**src/rtl/phy_status_defs.vh**
```
// constants for the phy status summary register block
`ifndef PHY_STATUS_DEFS_VH
`define PHY_STATUS_DEFS_VH

// ----------------------------------------------------------------
// management register addresses (5-bit register number)
// ----------------------------------------------------------------
`define ADDR_W 5
`define ADDR_BASIC_MODE_STATUS 5'h01
`define ADDR_NEGOTIATION_EXPANSION 5'h06
`define ADDR_PHY_STATUS_SUMMARY 5'h10
`define ADDR_INTERRUPT_STATUS_REG 5'h12
`define ADDR_FALSE_CARRIER_COUNTER 5'h14
`define ADDR_RECEIVE_ERROR_COUNTER 5'h15
`define ADDR_TEN_MBPS_STATUS_CONTROL 5'h1a

// ----------------------------------------------------------------
// phy_status_summary field positions
// ----------------------------------------------------------------
`define DATA_W 16
`define BIT_RESERVED 15
`define BIT_CROSSOVER 14
`define BIT_RX_ERROR 13
`define BIT_POLARITY 12
`define BIT_FALSE_CARRIER 11
`define BIT_SIGNAL_DETECT 10
`define BIT_DESCRAMBLER_LOCK 9
`define BIT_PAGE_RECEIVED 8
`define BIT_INT_PENDING 7
`define BIT_REMOTE_FAULT 6
`define BIT_JABBER 5

// ----------------------------------------------------------------
// reset values
// ----------------------------------------------------------------
`define STATUS_SUMMARY_RESET 16'h0000
`define STICKY_COUNT 7
`define STICKY_RESET 7'h00

`endif

```
**src/rtl/sticky_flags.v**
```verilog
// bank of sticky event flags, set wins over clear
`timescale 1ns/1ps

module sticky_flags #(
  parameter WIDTH = 7
) (
  input wire ref_clk,
  input wire rst_n,
  input wire [WIDTH-1:0] set,
  input wire [WIDTH-1:0] clr,
  output reg [WIDTH-1:0] flag_q
);

  wire [WIDTH-1:0] flag_d;

  // an event landing in the clearing cycle must not be lost
  assign flag_d = set | (flag_q & ~clr);

  always @(posedge ref_clk) begin
    if (!rst_n) begin
      flag_q <= {WIDTH{1'b0}};
    end else begin
      flag_q <= flag_d;
    end
  end

endmodule

```
**src/rtl/phy_status_summary.v**
```verilog
// status summary register of a 10/100 transceiver, bits 15 down to 5
`timescale 1ns/1ps
`include "phy_status_defs.vh"

module phy_status_summary (
  input wire ref_clk,
  input wire rst_n,
  // management register access
  input wire rd_strobe,
  input wire wr_strobe,
  input wire [`ADDR_W-1:0] reg_addr,
  input wire [`DATA_W-1:0] wr_data,
  output reg [`DATA_W-1:0] rd_data_q,
  output reg rd_valid_q,
  output reg rd_hit_q,
  // crossover control and state
  input wire auto_crossover_enable,
  input wire crossover_force,
  input wire crossover_algo_swap,
  // receive and link events
  input wire rx_error_event,
  input wire false_carrier_event,
  input wire polarity_inverted,
  input wire signal_detect,
  input wire descrambler_lock,
  input wire page_received_event,
  input wire interrupt_event,
  input wire remote_fault_event,
  input wire jabber_event,
  input wire speed_10_mode,
  // live summary word for other logic
  output reg [`DATA_W-1:0] status_word_q,
  output reg crossover_swapped_q
);

  // ----------------------------------------------------------------
  // sticky flag indices
  // ----------------------------------------------------------------
  localparam [2:0] IDX_RX_ERROR = 3'h0;
  localparam [2:0] IDX_FALSE_CARRIER = 3'h1;
  localparam [2:0] IDX_POLARITY = 3'h2;
  localparam [2:0] IDX_PAGE = 3'h3;
  localparam [2:0] IDX_INTERRUPT = 3'h4;
  localparam [2:0] IDX_REMOTE_FAULT = 3'h5;
  localparam [2:0] IDX_JABBER = 3'h6;

  // ----------------------------------------------------------------
  // read decode
  // ----------------------------------------------------------------
  function rd_of;
    input strobe;
    input [`ADDR_W-1:0] addr;
    input [`ADDR_W-1:0] target;
    begin
      rd_of = strobe & (addr == target);
    end
  endfunction

  wire rd_summary;

  assign rd_summary = rd_of(rd_strobe, reg_addr, `ADDR_PHY_STATUS_SUMMARY);

  // ----------------------------------------------------------------
  // clear-on-read decode
  // ----------------------------------------------------------------
  // each flag empties only on a read of the register it mirrors, never on
  // a summary read, so polling the summary cannot lose an event
  function [`STICKY_COUNT-1:0] clear_mask;
    input strobe;
    input [`ADDR_W-1:0] addr;
    reg [`STICKY_COUNT-1:0] m;
    begin
      m = `STICKY_RESET;
      case (addr)
        `ADDR_RECEIVE_ERROR_COUNTER: begin
          m[IDX_RX_ERROR] = 1'b1;
        end
        `ADDR_FALSE_CARRIER_COUNTER: begin
          m[IDX_FALSE_CARRIER] = 1'b1;
        end
        `ADDR_TEN_MBPS_STATUS_CONTROL: begin
          m[IDX_POLARITY] = 1'b1;
        end
        `ADDR_NEGOTIATION_EXPANSION: begin
          m[IDX_PAGE] = 1'b1;
        end
        `ADDR_INTERRUPT_STATUS_REG: begin
          m[IDX_INTERRUPT] = 1'b1;
        end
        // one basic status read empties remote fault and jabber together
        `ADDR_BASIC_MODE_STATUS: begin
          m[IDX_REMOTE_FAULT] = 1'b1;
          m[IDX_JABBER] = 1'b1;
        end
        default: begin
          m = `STICKY_RESET;
        end
      endcase
      if (!strobe) begin
        m = `STICKY_RESET;
      end
      clear_mask = m;
    end
  endfunction

  // ----------------------------------------------------------------
  // crossover state
  // ----------------------------------------------------------------
  reg crossover_d;

  // force wins over the automatic algorithm, even with auto off; with both
  // off the pairs stay in their normal assignment
  // the live algorithm value passes straight through, so the bit tracks
  // each toggle of the algorithm one cycle later
  function crossover_select;
    input force_swap;
    input auto_en;
    input algo_swap;
    begin
      case ({force_swap, auto_en})
        2'b11: begin
          crossover_select = 1'b1;
        end
        2'b10: begin
          crossover_select = 1'b1;
        end
        2'b01: begin
          crossover_select = algo_swap;
        end
        default: begin
          crossover_select = 1'b0;
        end
      endcase
    end
  endfunction

  always @* begin
    crossover_d = crossover_select(crossover_force, auto_crossover_enable,
                                   crossover_algo_swap);
  end

  always @(posedge ref_clk) begin
    if (!rst_n) begin
      crossover_swapped_q <= 1'b0;
    end else begin
      crossover_swapped_q <= crossover_d;
    end
  end

  // ----------------------------------------------------------------
  // sticky event flags
  // ----------------------------------------------------------------
  reg [`STICKY_COUNT-1:0] sticky_set;
  reg [`STICKY_COUNT-1:0] sticky_clr;
  wire [`STICKY_COUNT-1:0] sticky_q;

  // ----------------------------------------------------------------
  // event capture
  // ----------------------------------------------------------------

  // jabber has no meaning at 100 Mb/s, so it is not caught there
  function [`STICKY_COUNT-1:0] set_mask;
    input rx_err;
    input false_car;
    input pol_inv;
    input page_rx;
    input irq;
    input rem_fault;
    input jabber;
    input ten_mbps;
    reg [`STICKY_COUNT-1:0] m;
    begin
      m = `STICKY_RESET;
      m[IDX_RX_ERROR] = rx_err;
      m[IDX_FALSE_CARRIER] = false_car;
      m[IDX_POLARITY] = pol_inv;
      m[IDX_PAGE] = page_rx;
      m[IDX_INTERRUPT] = irq;
      m[IDX_REMOTE_FAULT] = rem_fault;
      m[IDX_JABBER] = jabber & ten_mbps;
      set_mask = m;
    end
  endfunction

  always @* begin
    sticky_set = set_mask(rx_error_event, false_carrier_event, polarity_inverted,
                          page_received_event, interrupt_event, remote_fault_event,
                          jabber_event, speed_10_mode);
    sticky_clr = clear_mask(rd_strobe, reg_addr);
  end

  sticky_flags #(
    .WIDTH(`STICKY_COUNT)
  ) u_sticky (
    .ref_clk(ref_clk),
    .rst_n(rst_n),
    .set(sticky_set),
    .clr(sticky_clr),
    .flag_q(sticky_q)
  );

  // ----------------------------------------------------------------
  // latching-low indications
  // ----------------------------------------------------------------
  reg signal_detect_ll_q;
  reg descrambler_lock_ll_q;
  reg signal_detect_ll_d;
  reg descrambler_lock_ll_d;

  // a low is held until the summary is read; the read itself shows the
  // held value and the latch then restarts from the live level
  // ----------------------------------------------------------------
  // latching-low helper
  // ----------------------------------------------------------------
  // one shared helper keeps the two latches from drifting apart
  function latch_low_next;
    input reload;
    input held;
    input live;
    begin
      if (reload) begin
        latch_low_next = live;
      end else begin
        latch_low_next = held & live;
      end
    end
  endfunction

  always @* begin
    signal_detect_ll_d = latch_low_next(rd_summary, signal_detect_ll_q,
                                        signal_detect);
    descrambler_lock_ll_d = latch_low_next(rd_summary, descrambler_lock_ll_q,
                                           descrambler_lock);
  end

  always @(posedge ref_clk) begin
    if (!rst_n) begin
      signal_detect_ll_q <= 1'b0;
      descrambler_lock_ll_q <= 1'b0;
    end else begin
      signal_detect_ll_q <= signal_detect_ll_d;
      descrambler_lock_ll_q <= descrambler_lock_ll_d;
    end
  end

  // ----------------------------------------------------------------
  // summary word assembly
  // ----------------------------------------------------------------
  function [`DATA_W-1:0] pack_summary;
    input xover;
    input [`STICKY_COUNT-1:0] flags;
    input sd_ll;
    input dl_ll;
    reg [`DATA_W-1:0] w;
    begin
      w = `STATUS_SUMMARY_RESET;
      w[`BIT_RESERVED] = 1'b0;
      w[`BIT_CROSSOVER] = xover;
      w[`BIT_RX_ERROR] = flags[IDX_RX_ERROR];
      w[`BIT_POLARITY] = flags[IDX_POLARITY];
      w[`BIT_FALSE_CARRIER] = flags[IDX_FALSE_CARRIER];
      w[`BIT_SIGNAL_DETECT] = sd_ll;
      w[`BIT_DESCRAMBLER_LOCK] = dl_ll;
      w[`BIT_PAGE_RECEIVED] = flags[IDX_PAGE];
      w[`BIT_INT_PENDING] = flags[IDX_INTERRUPT];
      w[`BIT_REMOTE_FAULT] = flags[IDX_REMOTE_FAULT];
      w[`BIT_JABBER] = flags[IDX_JABBER];
      pack_summary = w;
    end
  endfunction

  wire [`DATA_W-1:0] summary_now;

  assign summary_now = pack_summary(crossover_swapped_q, sticky_q,
                                    signal_detect_ll_q, descrambler_lock_ll_q);

  // other logic sees the word a cycle late; reads take the unregistered
  // word so a read never returns a flag one cycle stale
  always @(posedge ref_clk) begin
    if (!rst_n) begin
      status_word_q <= `STATUS_SUMMARY_RESET;
    end else begin
      status_word_q <= summary_now;
    end
  end

  // ----------------------------------------------------------------
  // read data selection
  // ----------------------------------------------------------------
  // only the summary lives here; every other register number answers
  // zero so a stray read cannot show a neighbour's state
  function [`DATA_W-1:0] read_word;
    input [`ADDR_W-1:0] addr;
    input [`DATA_W-1:0] summary;
    begin
      case (addr)
        `ADDR_PHY_STATUS_SUMMARY: begin
          read_word = summary;
        end
        default: begin
          read_word = `STATUS_SUMMARY_RESET;
        end
      endcase
    end
  endfunction

  // ----------------------------------------------------------------
  // read port
  // ----------------------------------------------------------------
  // the register is read-only, so writes to any bit leave no trace
  always @(posedge ref_clk) begin
    if (!rst_n) begin
      rd_data_q <= `STATUS_SUMMARY_RESET;
      rd_valid_q <= 1'b0;
      rd_hit_q <= 1'b0;
    end else begin
      // valid answers every strobe, mapped or not, so a master never waits
      rd_valid_q <= rd_strobe;
      rd_hit_q <= rd_summary;
      if (rd_strobe) begin
        rd_data_q <= read_word(reg_addr, summary_now);
      end
    end
  end

endmodule

```
**config.mk**
```make
export PLATFORM = sky130hd
export DESIGN_NAME = phy_status_summary
export DESIGN_NICKNAME = d
export VERILOG_FILES = /design/src/rtl/sticky_flags.v /design/src/rtl/phy_status_summary.v
export VERILOG_INCLUDE_DIRS = /design/src /design/src/rtl
export SDC_FILE = /design/constraint.sdc
export NUM_CORES = 1
export LEC_CHECK = 0
export BUFFER_PORTS_ARGS = -buffer_cell sky130_fd_sc_hd__buf_2
export CORE_MARGIN = 4
export CORE_UTILIZATION = 44
export CTS_BUF_LIST = sky130_fd_sc_hd__clkbuf_8
export DETAILED_ROUTE_END_ITERATION = 16
export GPL_ROUTABILITY_DRIVEN = 0
export MAX_ROUTING_LAYER = met4
export PLACE_DENSITY_LB_ADDON = 0.1
export SLEW_MARGIN = 20
export SYNTH_ARGS = -nofsm -noshare
export SYNTH_HDL_FRONTEND = slang
export SYNTH_HIERARCHICAL = 1
export SYNTH_SLANG_ARGS = --single-unit
export TNS_END_PERCENT = 50
```
**constraint.sdc**
```tcl
create_clock -name ref_clk -period 1.15 [get_ports ref_clk]
set_clock_uncertainty 0.1 [all_clocks]
set_input_delay 0.0575 -clock ref_clk [delete_from_list [all_inputs] [get_ports ref_clk]]
set_output_delay 0.0575 -clock ref_clk [all_outputs]
set_load 0.03 [all_outputs]
```
==> results_dict.tcl, run 1 <==
set metrics [dict create \
    ant_nets 0 \
    r2r_slack_ns 0.27 \
    clk_pin_slew_worst_paths_ns 0.06 \
    max_cap_violations 0 \
    power_leakage_nw 0.8284 \
    fillCellCount 222 \
    path_class "reg2out" \
    core_um2 2522 \
    numClockSinks 32 \
    ir_drop_mv 1.139 \
    mappedNetlistArea_um2 1192 \
    hold_path.class "in2reg" \
    grt_max_degree 25 \
    yosysWarnings 6 \
    reg2reg_to "rd_data_q[7]" \
    worstPathArrival_ns 0.81 \
    grt_pass1_wl_um 3622 \
    yosysSeqAreaShare 0.5373 \
    area_delta_synth_final_pct 38.51 \
    syn_area_per_cell_um2 11.04 \
    post-cts-setup-buffer-count 0 \
    worst_pin_slew_ns 0.5917 \
    crit_required_ns 0.99 \
    hold_depth 4 \
    fin_tns_setup_ns 0 \
    nets 211 \
    max_freq_ghz 1.029 \
    ios 73 \
    r2r-start "u_sticky/flag_q[4]" \
    num_rows 18 \
    rr_worst_depth 2 \
    drive_gt1_frac 0.3333 \
    drt_pass1_iterations 4 \
    rsz0062_at_grt "no" \
    ctsRootBufferMaster "clkbuf_8" \
    relSlewSlack 0.6047 \
    htree_levels 2 \
    ys_ff_latch 32 \
    cts_tree "built" \
    crit_chain "buf_2" \
    worstHoldEndpoint "rd_data_q[9]" \
    syn_inst 108 \
    slew_viol_final 0 \
    insertion_delay_ns 0.28 \
    crit_family "flip-flops" \
    endpoint_kind "output port" \
    die_area_um2 3607 \
    crit_path_top_delay_cell "dfxtp_1" \
    dpl.hpwl_um 1691 \
    max_stage_delay_ns 0.34 \
    vias 930 \
    drt_iter0_drc 27 \
    antenna_cells 0 \
    grt_pass1_vias 839 \
    mostFrequentLayoutCells "buf_2, dfxtp_1, dlygate4sd3_1" \
    powerDensity_nw_per_um2 1495 \
    drcViolationCount 0 \
    path_max_fanout 2 \
    worstHoldStart "rd_strobe" \
    avgRoutedWirePerCell_um 11.54 \
    die_w_um 60.06 \
    port_buffers 43 \
    holdWs_ns 0.03280 \
    grt_antenna_before_repair 0 \
    fin_crit_sh 0.8453 \
    track_usage 0.1448 \
    regArea_um2 640.6 \
    status "finished clean" \
    clk_path_buf_depth 2 \
    setup_violations 0 \
    final_common_cell "buf_2" \
    fp.dieH_um 60.06 \
    timing.critical_path.buf_inv 1 \
    synth_cell_types 28 \
    multi_input_area_um2 469.2 \
    final-hold-violation-count 0 \
    cts_buffers 5 \
    via_per_inst 4.559 \
    start_kind "flop" \
    startpoint "rd_data_q[13]" \
    grt.overflow.total 0 \
    period_needed_ns 0.9721 \
    start_util 0.4727 \
    drt_wl_total_um 2355 \
]
what timing repair did:
action                    4_1_cts  5_1_grt
hold buffers                   14        0
hold endpoints to repair       11        0
gates resized for setup         0        0
cell type report:
class	count	share of cell area
multi-input combinational	71	0.2841
clock inverter	3	0.02348
clock buffer	5	0.04167
tap	30	0.02273
timing repair buffer	62	0.2379
sequential	32	0.3879
inverter	1	0.002273
metrics by stage:
| step | worst slack, ns | util | cells | instance area (um2) | power, mW |
|---|---|---|---|---|---|
| final | 0.1779 | 0.6548 | 204 | 1652 | 2.470 |
| after CTS | 0.1579 | 0.6548 | 204 | 1652 | 2.495 |
| after global routing | 0.1425 | 0.6548 | 204 | 1652 | 2.558 |
| after global placement | 0.03131 | 0.5565 | 182 | 1404 | 1.430 |
| after floorplan | 0.2076 | - | 119 | 1234 | 1.376 |
| after detailed placement | 0.01602 | 0.5565 | 182 | 1404 | 1.434 |
worst register-to-register path, delay by kind of cell, from the launching register on:
kind | cells | cell delay (ns)
flops | 1 | 0.31
compound gates | 1 | 0.22
simple gates | 1 | 0.15
report_power, final:
group	leakage [nW]	total [mW]	internal (mW)	switching [mW]
Clock	0.0593	1.02	0.633	0.391
Sequential	0.262	1.16	1.15	0.0112
Combinational	0.507	0.288	0.119	0.169
synth_stat cells, drive strengths merged:
cell type      count  area, um2
nor3b              1      7.510
buf               14      110.1
and2              13      83.83
inv                1      3.750
nor4bb             1      10.01
and3b              1      12.51
nand2b             2      12.51
nand4b             1      8.760
o21a               7      52.55
a21oi              1      5.000
a32oi              1      8.760
nor3               2      21.27
clkdlybuf4s18      1      10.01
nor2               1      3.750
dfxtp             32      640.6
conb               1      3.750
a22o               8      70.07
nor4               1      6.260
nor2b             11      68.82
o211a              2      20.02
a21boi             1      7.510
nand3              1      5.000
nand2              2      7.510
and3               2      12.51
state kept, by name, indices dropped and copies added, names as in the netlist:
name,flops
signal_detect_ll_q,1
rd_valid_q,1
crossover_swapped_q,1
u_sticky/flag_q,7
rd_hit_q,1
rd_data_q,10
status_word_q,10
descrambler_lock_ll_q,1
worst max path at each step:
stage | end | slack (ns) | cells after the start
2_1_floorplan | rd_data_q[14] | 0.21 | 2
3_3_place_gp | u_sticky/flag_q[3] | 0.03 | 5
3_5_place_dp | u_sticky/flag_q[5] | 0.02 | 6
6_report | rd_data_q[13] | 0.18 | 1
5_1_grt | rd_data_q[12] | 0.14 | 1
4_1_cts | rd_data_q[12] | 0.16 | 1
kinds of logic (layout without fill, tap and decap cells):
kind of cell           after synthesis  count (layout)  synth area share
and+or+nand+nor                     39              39            0.2183
buffers and inverters               16              71            0.1039
other                                1              12          0.003145
AOI/OAI and AO/OA                   20              20            0.1375
DFF                                 32              32            0.5372
metal layers:
metal / routed length, um / global-route usage
met1: 1014 / 0.1640
met2: 1046 / 0.2130
met3: 228 / 0.05184
met4: 65 / 0.09494
met5: 0 / -
(Power assumes the default switching activity.)
==> inputs of run 2 (changes only) <==
clock period = 1 ns   (was 1.15 ns; I/O delays follow)
==> run 2 against run 1 <==
  * Sequential cell count did not move
  * Register-to-register slack got worse by 0.17 ns
  * Combinational power increased by 20%
  * Global-route usage grew 0.30 points
  * Sequential power rose by 15%
  * Clock power down 5%
  * Highest routed layer unchanged
  * Non-clock buffer count increased by 2
  * Setup slack worse by 0.12 ns
==> results_dict.tcl, run 2 (synthesis results as in run 1) <==
set metrics [dict create \
    reg_top3 "rd_data_q (10), status_word_q (10), u_sticky/flag_q (7)" \
    clk_path_buf_depth 2 \
    grt_antenna_before_repair 0 \
    final_common_cell "buf_2" \
    timing.critical_path.buf_inv 1 \
    cts_tree "built" \
    endpoint_kind "output port" \
    drt_iter0_drc 30 \
    htree_levels 2 \
    worst_pin_slew_ns 0.6328 \
    numClockSinks 32 \
    nets 213 \
    die_area_um2 3607 \
    mostFrequentLayoutCells "buf_2, dfxtp_1, and2_1, conb_1, dlygate4sd3_1" \
    cts_buffers 5 \
    period_needed_ns 0.9426 \
    via_per_inst 4.553 \
    final-hold-violation-count 0 \
    power_leakage_nw 0.8371 \
    path_max_fanout 2 \
    crit_required_ns 0.85 \
    antenna_cells 0 \
    crit_chain "buf_2" \
    path_class "reg2out" \
    place_area_um2 1446 \
    crit_family "flip-flops" \
    start_kind "flop" \
    fin_tns_setup_ns 0 \
    fp.dieH_um 60.06 \
    grt_pass1_vias 885 \
    track_usage 0.1477 \
    area_delta_synth_final_pct 39.56 \
    drcViolationCount 0 \
    avgRoutedWirePerCell_um 11.59 \
    hold_path.class "in2reg" \
    insertion_delay_ns 0.27 \
    vias 938 \
    max_freq_ghz 1.061 \
    ant_nets 0 \
    dpl.hpwl_um 1756 \
    relSlewSlack 0.5773 \
    max_stage_delay_ns 0.33 \
    drive_gt1_frac 0.3466 \
    die_w_um 60.06 \
    num_rows 18 \
    rsz0062_at_grt "no" \
    slew_viol_final 0 \
    fin_crit_sh 0.9426 \
    max_cap_violations 0 \
    start_util 0.4727 \
    final_cell_area_um2 1664 \
    worstPathArrival_ns 0.79 \
    grt_pass1_wl_um 3698 \
    port_buffers 43 \
    drt_wl_total_um 2387 \
    grt.overflow.total 0 \
    setup_violations 0 \
    core_um2 2522 \
    ios 73 \
    status "finished clean" \
    powerDensity_nw_per_um2 1588 \
    crit_path_top_delay_cell "dfxtp_1" \
    ctsRootBufferMaster "clkbuf_8" \
    grt_max_degree 15 \
    ir_drop_mv 1.257 \
    clk_pin_slew_worst_paths_ns 0.06 \
    post-cts-setup-buffer-count 0 \
    drt_pass1_iterations 4 \
]
## run 2: changes by cell type in the layout (fill, tap and decap cells not counted), moves of 2 or more
cell	change
clkbuf_4	+2
dlygate4sd3_1	-2
buf_4	+4
buf_2	-3
## run 2: metrics by stage
stage / utilization / power [mW] / setup slack (ns) / std cells / hold WS (ns)
finish: 0.6597 / 2.642 / 0.05740 / 206 / 0.01231
detailed placement: 0.5734 / 1.668 / -0.1270 / 186 / 0.1656
floorplan: - / 1.582 / 0.05756 / 119 / 0.06751
CTS: 0.6567 / 2.665 / 0.03775 / 206 / 0.005824
global placement: 0.5734 / 1.663 / -0.1283 / 186 / 0.1621
global route: 0.6597 / 2.784 / 0.0005246 / 206 / 0.02221
## run 2: area by class of cell
class / instances / area, um2
fillers: 222 / 858.3
flip-flops and latches: 32 / 640.6
multi-input cells: 71 / 469.2
repair buffers: 64 / 422.9
clock buffers: 6 / 82.58
well taps: 30 / 37.54
clock inverters: 2 / 7.507
inverters: 1 / 3.754
## run 2: path summary, 6_finish.rpt
check / start / endpoint / cells past startpoint / slack (ns)
max reg2reg: u_sticky/flag_q[4] / rd_data_q[7] / 2 / 0.10
max: rd_data_q[13] / rd_data_q[13] / 1 / 0.06
min reg2reg: rd_data_q[9] / rd_data_q[9] / 2 / 0.37
min: speed_10_mode / u_sticky/flag_q[6] / 3 / 0.01
## run 2: report_power, final
group | total, mW | internal [mW] | switching [mW]
Combinational | 0.346 | 0.148 | 0.198
Clock | 0.966 | 0.540 | 0.426
Sequential | 1.33 | 1.32 | 0.0124
Total | 2.64 | 2.01 | 0.636
## run 2: what timing repair did
action                                 in CTS  in global routing
endpoints found under the hold margin      10                  0
hold buffers                               12                  0
setup endpoints to repair                   0                  3
gates resized for setup                     0                  4
## run 2: layer usage
layer | GRT usage | routed length, um | up-vias
li1 | - | - | 476
met1 | 0.1620 | 1025 | 417
met2 | 0.2346 | 1128 | 43
met3 | 0.07775 | 218 | 2
met4 | 0.03797 | 15 | 0
met5 | - | 0 | -
